===== src/hw/mhsm_regs.svh =====
/*
 Register indices, codes and timing figures of the health monitor.
 Assumes word-indexed registers; byte address is four times the index.
*/
`ifndef MHSM_REGS_SVH
`define MHSM_REGS_SVH

// ****************************************************************
// register indices
// ****************************************************************
`define MHSM_REG_LINK_STAT 6'h04
`define MHSM_REG_MSG_CNT   6'h0E
`define MHSM_REG_CFG_REQ   6'h14
`define MHSM_REG_BAUD      6'h15
`define MHSM_REG_IRQ_STAT  6'h28
`define MHSM_REG_IRQ_MASK  6'h29

// ****************************************************************
// values
// ****************************************************************
`define MHSM_CFG_UPDATE    16'h00FF
`define MHSM_BAUD_DEFAULT  16'h11F8
`define MHSM_LINK_OK       16'h0001
`define MHSM_UNIT_LAST     4'hA
`define MHSM_CODE_B        4'hB
`define MHSM_CODE_C        4'hC
`define MHSM_CODE_SYS      4'hE
`define MHSM_CODE_PWR      4'hF

// ****************************************************************
// timing
// ****************************************************************
`define MHSM_CLK_MHZ       100
`define MHSM_WDOG_TIME_MS  100

`endif


===== src/hw/mhsm_pkg.sv =====
/*
 Types of the health monitor: self-test states, display digit, events.
 Assumes mhsm_regs.svh supplies the numeric constants.
*/
package mhsm_pkg;

   typedef enum logic [2:0]
   {
      MHSM_ST_RUN  = 3'b001,
      MHSM_ST_PASS = 3'b010,
      MHSM_ST_HALT = 3'b100
   } mhsm_st_t;

   typedef struct packed
   {
      logic       blank;
      logic [3:0] code;
   } mhsm_digit_t;

   typedef struct packed
   {
      logic pwr;
      logic sys;
      logic cfg;
      logic fail;
      logic wdog;
   } mhsm_evt_t;

endpackage


===== src/hw/mhsm_monitor.sv =====
/*
 Health supervision, self-test sequencer, lamp and fault digit, link
 setup registers and Avalon-MM slave of the scale interface module.
 Assumes all inputs synchronous to clk; the self-test responder answers
 each request with st_ack.
*/
// The Avalon-MM interface to the registers and the register offsets were chosen for this implementation.
`timescale 1ns/100ps
`default_nettype none
`include "mhsm_regs.svh"

module mhsm_monitor
#(
   parameter int WDOG_CYCLES = `MHSM_WDOG_TIME_MS * `MHSM_CLK_MHZ * 1000
)
(
   // clock and reset
   input  wire logic        clk,
   input  wire logic        reset_n,
   // avalon-mm slave
   input  wire logic [7:0]  avs_address,
   input  wire logic        avs_read,
   input  wire logic        avs_write,
   input  wire logic [31:0] avs_writedata,
   input  wire logic [3:0]  avs_byteenable,
   output var  logic [31:0] avs_readdata,
   output logic             avs_waitrequest,
   output logic             irq,
   // local processor and health inputs, halt and enable outputs
   input  wire logic        wdog_kick,
   input  wire logic        sys_wdog_fail,
   input  wire logic        power_fail,
   input  wire logic        msg_arrive,
   output logic             cpu_halt_irq,
   output logic             host_mem_enable,
   output logic             rx_data_enable,
   // self-test responder
   output logic             st_req,
   output var  logic [3:0]  st_unit,
   input  wire logic        st_ack,
   input  wire logic        st_fail,
   // serial link setup
   output var  logic [15:0] link_baud,
   output var  logic        link_load,
   // front panel
   output logic             status_lamp,
   output mhsm_pkg::mhsm_digit_t digit
);

   localparam int WW = $clog2(WDOG_CYCLES + 1);
   localparam logic [WW-1:0] WDOG_LAST = WW'(WDOG_CYCLES - 1);

   mhsm_pkg::mhsm_st_t    st_q;
   logic [3:0]            st_unit_q;
   logic [3:0]            fail_code_q;
   logic [WW-1:0]         wdog_cnt_q;
   logic                  wdog_expired_q;
   logic [15:0]           cfg_req_q;
   logic [15:0]           baud_q;
   logic [15:0]           link_baud_q;
   logic                  link_cfg_q;
   logic                  link_load_q;
   logic [7:0]            msg_cnt_q;
   logic [4:0]            irq_stat_q;
   logic [4:0]            irq_mask_q;
   logic                  sys_q;
   logic                  pwr_q;
   logic                  ack_q;
   logic [31:0]           rdata_q;
   mhsm_pkg::mhsm_digit_t digit_q;
   mhsm_pkg::mhsm_evt_t   evt;
   mhsm_pkg::mhsm_digit_t digit_d;
   logic [5:0]            idx;
   logic                  acc;
   logic                  wr_acc;
   logic                  cfg_take;
   logic                  st_pass;

   assign idx      = avs_address[7:2];
   assign st_pass  = (st_q == mhsm_pkg::MHSM_ST_PASS);
   // once the watchdog trips, the host gets zeros and writes are dropped
   // host access blocked
   assign acc      = ack_q & ~wdog_expired_q;
   assign wr_acc   = avs_write & acc;
   assign cfg_take = st_pass & (cfg_req_q == `MHSM_CFG_UPDATE);

   // ****************************************************************
   // local watchdog
   // ****************************************************************
   // counts from reset
   always_ff @(posedge clk or negedge reset_n)
   begin
      if (!reset_n)
      begin
         wdog_cnt_q     <= '0;
         wdog_expired_q <= 1'b0;
      end
      else if (!wdog_expired_q)
      begin
         if (wdog_kick)
            wdog_cnt_q <= '0;
         else if (wdog_cnt_q == WDOG_LAST)
            wdog_expired_q <= 1'b1;
         else
            wdog_cnt_q <= wdog_cnt_q + 1'b1;
      end
   end

   assign cpu_halt_irq    = wdog_expired_q;
   assign host_mem_enable = ~wdog_expired_q;
   assign rx_data_enable  = ~sys_wdog_fail & ~wdog_expired_q;
   assign status_lamp     = st_pass & ~wdog_expired_q;

   // ****************************************************************
   // self-test sequencer
   // ****************************************************************
   // starts at reset
   always_ff @(posedge clk or negedge reset_n)
   begin
      if (!reset_n)
      begin
         st_q        <= mhsm_pkg::MHSM_ST_RUN;
         st_unit_q   <= 4'h0;
         fail_code_q <= 4'h0;
      end
      else
      begin
         case (st_q)
            mhsm_pkg::MHSM_ST_RUN:
            begin
               if (st_ack && st_fail)
               begin
                  st_q        <= mhsm_pkg::MHSM_ST_HALT;
                  fail_code_q <= (st_unit_q == `MHSM_UNIT_LAST) ?
                                 `MHSM_CODE_B : st_unit_q;
               end
               else if (st_ack && st_unit_q == `MHSM_UNIT_LAST)
                  st_q <= mhsm_pkg::MHSM_ST_PASS;
               else if (st_ack)
                  st_unit_q <= st_unit_q + 4'h1;
            end
            mhsm_pkg::MHSM_ST_PASS:
               st_q <= mhsm_pkg::MHSM_ST_PASS;
            mhsm_pkg::MHSM_ST_HALT:
               st_q <= mhsm_pkg::MHSM_ST_HALT;
            default:
               st_q <= mhsm_pkg::MHSM_ST_HALT;
         endcase
      end
   end

   assign st_req  = (st_q == mhsm_pkg::MHSM_ST_RUN);
   assign st_unit = st_unit_q;

   // ****************************************************************
   // fault digit
   // ****************************************************************
   // power fail outranks all; test codes outrank status codes
   always_comb
   begin
      digit_d = '{blank: 1'b1, code: 4'h0};
      if (power_fail)
         digit_d = '{blank: 1'b0, code: `MHSM_CODE_PWR};
      else if (st_q == mhsm_pkg::MHSM_ST_HALT)
         digit_d = '{blank: 1'b0, code: fail_code_q};
      else if (st_pass && sys_wdog_fail)
         digit_d = '{blank: 1'b0, code: `MHSM_CODE_SYS};
      else if (st_pass && !link_cfg_q)
         digit_d = '{blank: 1'b0, code: `MHSM_CODE_C};
   end

   always_ff @(posedge clk or negedge reset_n)
   begin
      if (!reset_n)
         digit_q <= '{blank: 1'b1, code: 4'h0};
      else
         digit_q <= digit_d;
   end

   assign digit = digit_q;

   // ****************************************************************
   // link setup registers
   // ****************************************************************
   always_ff @(posedge clk or negedge reset_n)
   begin
      if (!reset_n)
      begin
         cfg_req_q   <= 16'h0000;
         baud_q      <= `MHSM_BAUD_DEFAULT;
         link_baud_q <= `MHSM_BAUD_DEFAULT;
         link_cfg_q  <= 1'b0;
         link_load_q <= 1'b0;
      end
      else
      begin
         link_load_q <= cfg_take;
         if (cfg_take)
         begin
            link_baud_q <= baud_q;
            link_cfg_q  <= 1'b1;
         end
         // host write of a fresh request beats the poll clear
         if (wr_acc && idx == `MHSM_REG_CFG_REQ && avs_byteenable[0])
            cfg_req_q <= avs_writedata[15:0];
         else if (cfg_take)
            cfg_req_q <= 16'h0000;
         if (wr_acc && idx == `MHSM_REG_BAUD && avs_byteenable[0])
            baud_q <= avs_writedata[15:0];
      end
   end

   assign link_baud = link_baud_q;
   assign link_load = link_load_q;

   always_ff @(posedge clk or negedge reset_n)
   begin
      if (!reset_n)
         msg_cnt_q <= 8'h00;
      else if (msg_arrive && rx_data_enable)
         msg_cnt_q <= msg_cnt_q + 8'h01;
   end

   // ****************************************************************
   // interrupt status
   // ****************************************************************
   assign evt.pwr  = power_fail & ~pwr_q;
   assign evt.sys  = sys_wdog_fail & ~sys_q;
   assign evt.cfg  = cfg_take;
   assign evt.fail = (st_q == mhsm_pkg::MHSM_ST_RUN) & st_ack & st_fail;
   assign evt.wdog = ~wdog_expired_q & ~wdog_kick &
                     (wdog_cnt_q == WDOG_LAST);

   // a new event in the clearing read's cycle stays set
   always_ff @(posedge clk or negedge reset_n)
   begin
      if (!reset_n)
      begin
         irq_stat_q <= 5'h00;
         irq_mask_q <= 5'h00;
         pwr_q      <= 1'b0;
         sys_q      <= 1'b0;
      end
      else
      begin
         pwr_q <= power_fail;
         sys_q <= sys_wdog_fail;
         // clears only the bits the read returned; later events survive
         if (avs_read && acc && idx == `MHSM_REG_IRQ_STAT)
            irq_stat_q <= (irq_stat_q & ~rdata_q[4:0]) | evt;
         else
            irq_stat_q <= irq_stat_q | evt;
         if (wr_acc && idx == `MHSM_REG_IRQ_MASK && avs_byteenable[0])
            irq_mask_q <= avs_writedata[4:0];
      end
   end

   assign irq = |(irq_stat_q & irq_mask_q);

   // ****************************************************************
   // avalon-mm slave, one wait state per access
   // ****************************************************************
   assign avs_waitrequest = (avs_read | avs_write) & ~ack_q;

   always_ff @(posedge clk or negedge reset_n)
   begin
      if (!reset_n)
      begin
         ack_q   <= 1'b0;
         rdata_q <= 32'h0000_0000;
      end
      else
      begin
         ack_q <= (avs_read | avs_write) & ~ack_q;
         if (avs_read && !ack_q)
         begin
            rdata_q <= 32'h0000_0000;
            if (!wdog_expired_q)
            begin
               case (idx)
                  `MHSM_REG_LINK_STAT:
                     rdata_q[15:0] <= link_cfg_q ? `MHSM_LINK_OK : 16'h0;
                  `MHSM_REG_MSG_CNT:  rdata_q[7:0]  <= msg_cnt_q;
                  `MHSM_REG_CFG_REQ:  rdata_q[15:0] <= cfg_req_q;
                  `MHSM_REG_BAUD:     rdata_q[15:0] <= baud_q;
                  `MHSM_REG_IRQ_STAT: rdata_q[4:0]  <= irq_stat_q;
                  `MHSM_REG_IRQ_MASK: rdata_q[4:0]  <= irq_mask_q;
                  default:            rdata_q       <= 32'h0000_0000;
               endcase
            end
         end
      end
   end

   assign avs_readdata = rdata_q;
endmodule
`default_nettype wire


===== config.mk =====
export PLATFORM = sky130hd
export DESIGN_NAME = mhsm_monitor
export DESIGN_NICKNAME = d
export VERILOG_FILES = /design/src/hw/mhsm_pkg.sv /design/src/hw/mhsm_monitor.sv
export VERILOG_INCLUDE_DIRS = /design/src /design/src/hw
export SDC_FILE = /design/constraint.sdc
export NUM_CORES = 1
export LEC_CHECK = 0
export BUFFER_PORTS_ARGS = -buffer_cell sky130_fd_sc_hd__buf_4
export CELL_PAD_IN_SITES_DETAIL_PLACEMENT = 1
export CELL_PAD_IN_SITES_GLOBAL_PLACEMENT = 2
export CORE_MARGIN = 3
export CORE_UTILIZATION = 36
export CTS_CLUSTER_SIZE = 14
export DETAILED_ROUTE_END_ITERATION = 16
export MAX_ROUTING_LAYER = met4
export PLACE_DENSITY_LB_ADDON = 0.08
export SLEW_MARGIN = 20
export SYNTH_ARGS = -nofsm -noshare
export SYNTH_HDL_FRONTEND = slang
export SYNTH_SLANG_ARGS = --single-unit
export TNS_END_PERCENT = 30

===== constraint.sdc =====
create_clock -name clk -period 2.3 [get_ports clk]
set_input_delay 0.115 -clock clk [delete_from_list [all_inputs] [get_ports clk]]
set_output_delay 0.115 -clock clk [all_outputs]
set_load 0.02 [all_outputs]

==> qor.yml <==
worst_hold_path:
  holdPathStages: 3
  worstHoldEndpoint: "st_q[2]"
  hold_path.class: "in -> reg"
  holdCritStartpoint: "st_fail"
yosys:
  synthFlopType: "dfrtp_1"
  ys_seq_elements: 128
  synth.area.mux_share_pct: 10.8
  yosys.area.top_type: "dfrtp_1"
  yosysWarningCount: 0
  synth_edf_count: 0
  netlist_top_cells_area: "dfrtp_1 (47%), mux2_1 (8.4%), dfstp_2 (7.0%)"
  ys_top_cells_by_count: "dfrtp_1 (112), mux2_1 (45), nand2_1 (45)"
  synth_xor_area_share_pct: 1.46
  syn-instance-count: 522
  synth_most_common_cell: "dfrtp_1"
  ys_seq_area_share_pct: 53.7
  synth_top_area_share_pct: 46.7
  async_reset_ff_share_pct: 100
  yosys.area_share.adder_pct: 0.834
  avgSynthCellArea_sq_um: 11.5
  syn_area_sq_um: 6000
  yosys.area_share.simple_pct: 16.2
  synth_top_family_by_area: "simple AND/OR/NAND/NOR gates"
  synth_compound_area_share_pct: 12.7
  synth_cell_types: 64
worst_setup_path:
  rrSetupSlack_ns: 0.13
  rr_worst_depth: 6
  cpPeakStageDelay_ns: 0.43
  end_kind: "flop"
  path_cells: "ha_1 -> nand3_2 -> or3_4 -> or3_1 -> or4_1 -> nand3_1"
  cp_max_fo: 6
  cp_data_arrival_time_ns: 2.52
  worstPathRequired_ns: 2.65
  reg2reg_from: "wdog_cnt_q[1]"
  cp-start-kind: "flop"
  path_class: "reg -> reg"
  slowest_stage: "or3_4"
  reg2reg_to: "wdog_cnt_q[16]"
detailed_routing:
  ant_nets: 0
  wirelength_microns: 15900
  wl_per_cell_microns: 18.4
  vias_per_cell: 5.26
  firstDrtPassIters: 4
  drcViolationCount: 0
  routed-via-count: 4555
  drtIter0Drc: 244
grt:
  grt_usage_pct: 19.0
  grt_antenna_before_repair: 0
  grt_pass1_wl_microns: 26200
  grt-ovfl-total: 0
  grt_max_degree: 129
  grt_pass1_vias: 4873
sta:
  hold_viol: 0
  fin_ws_ns: 0.129
  finalClockSkew_ns: 0.00637
  rsz0062_at_grt: "false"
  max_slew_margin_pct: 52.9
  tightest_slew_ns: 0.706
  min_period_over_period_pct: 94.4
  finalCriticalPeriod_ns: 2.17
  tns_ns: 0
  finalSetupViolations: 0
  slew_viol_final: 0
  max_freq_mhz: 461
pwr:
  sw_frac_of_total_pct: 22.3
  internal-power_mw: 4.12
  power_mw: 5.31
  power_density_nw_per_um2: 689
  clkPwrFrac_pct: 52.7
  p_comb_share_pct: 4.5
  p_leak_nw: 3.67
  power_frac_seq_pct: 42.8
  ir_drop_v: 0.000596
  switchingPower_mw: 1.19
clock_network:
  clockBufferDepth: 2
  cts.sinks: 128
  clock-root-buffer: "clkbuf_16"
  clkLatencyLatePin_ns: 0.42
  clk_pin_slew_ns: 0.06
  numCtsBuffers: 17
  cts_max_level: 4
  cts_tree: "yes"
placed_design:
  dp.cells: 813
  io_buffers: 81
  gp_congestion: 0.758
  pre_cts_slack_ns: 0.118
  hpwl_microns: 11000
floorplan:
  boundaryPins: 119
  die_w_microns: 135
  row_count: 46
  start_util_pct: 37.2
  die_h_microns: 135
  die_area_sq_um: 18300
  core_area_sq_um: 16100
finish:
  syn_to_final_growth_pct: 28.4
  diodes: 0
  fin_cells: 866
  final_layout_size_suffix_gt1_share_pct: 24.9
  nets: 695
run:
  maxCapViolCount: 0
outcome:
  status: "finished, final reports clean"
-- metrics by stage --
step	hold slack, ns	util (%)	instance area [sq um]
2_1_floorplan	-0.181	-	6060
5_1_grt	0.0295	47.8	7710
3_5_place_dp	0.287	42.7	6880
3_3_place_gp	0.281	42.7	6880
4_1_cts	0.00885	47.8	7700
6_report	0.0323	47.8	7710
-- critical path: cells and delay by family, from the launching register on --
family,cells,cell delay [ns]
flops,1,0.42
fa+ha+maj,1,0.25
simple gates,5,1.45
-- how the worst max path moves through the flow --
stage / from / slack (ns) / endpoint / cells after the start
floorplan: st_q[0] / 0.15 / fail_code_q[2] / 4
global placement: wdog_cnt_q[0] / 0.16 / wdog_cnt_q[16] / 6
detailed placement: wdog_cnt_q[0] / 0.12 / wdog_cnt_q[16] / 6
CTS: wdog_cnt_q[0] / 0.10 / wdog_cnt_q[16] / 6
global route: wdog_cnt_q[1] / 0.01 / wdog_cnt_q[16] / 6
finish: wdog_cnt_q[1] / 0.13 / wdog_cnt_q[16] / 6
-- timing repair --
| action | in CTS | in global routing |
|---|---|---|
| hold endpoints to repair | 156 | 0 |
| endpoints found under the setup margin | 0 | 1 |
| hold buffers | 21 | 0 |
| buffers inserted | 0 | 0 |
| resized for setup | 0 | 1 |
-- sequential cells by signal, summed over array words and instances (netlist names) --
register      cells
pwr_q             1
link_load         1
cpu_halt_irq      1
digit             5
link_cfg_q        1
avs_readdata     16
st_q              3
st_unit           4
baud_q           16
link_baud        16
sys_q             1
msg_cnt_q         8
wdog_cnt_q       24
irq_mask_q        5
ack_q             1
cfg_req_q        16
fail_code_q       4
irq_stat_q        5
-- area by class of cell --
cell class	count	area [sq um]
clock buffer	20	457
clock inverter	12	158
fill	1746	8410
inverter	7	26.3
multi-input combinational	363	2590
sequential	128	3220
tap	216	270
timing repair buffer	120	978
-- cell families after synthesis --
| family | count (synthesis) |
|---|---|
| fa+ha+maj | 4 |
| mux | 59 |
| flops | 128 |
| simple gates | 171 |
| xor+xnor | 10 |
| compound gates | 103 |
| buf+inv | 46 |
| other cells | 1 |
-- cells in the final DEF (no fill, tap or decap), drive strengths merged, types with 5 or more instances in the layout --
cell type / n
clkbuf: 20
nand3b: 5
a21oi: 9
inv: 9
o41ai: 7
nor2b: 6
o21ai: 25
o2bb2ai: 5
nand3: 20
and3: 9
dlygate4sd3: 21
xnor2: 6
nor3: 6
buf: 99
nor3b: 5
nand4: 5
nand2b: 5
mux2i: 11
a21o: 6
nor4: 9
dfrtp: 112
nor4b: 5
dfstp: 16
conb: 16
a22o: 27
nand2: 46
nor2: 27
mux2: 48
or4: 5
-- power by group through the flow --
| stage | combinational (mW) | clock [mW] | sequential, mW |
|---|---|---|---|
| 2_1_floorplan | 0.0957 | 0 | 2.31 |
| 3_3_place_gp | 0.210 | 0 | 2.31 |
| 3_5_place_dp | 0.213 | 0 | 2.31 |
| 4_1_cts | 0.242 | 2.88 | 2.27 |
| 5_1_grt | 0.263 | 2.97 | 2.27 |
| 6_report | 0.237 | 2.80 | 2.27 |
-- per-layer routing --
metal  global-route usage (%)  share of wire, %
met5                        -                 0
met4                     5.38              0.88
met3                     3.80               4.3
met2                     28.7                46
met1                     26.3                49
No activity file was read; power rests on OpenSTA's default activity.
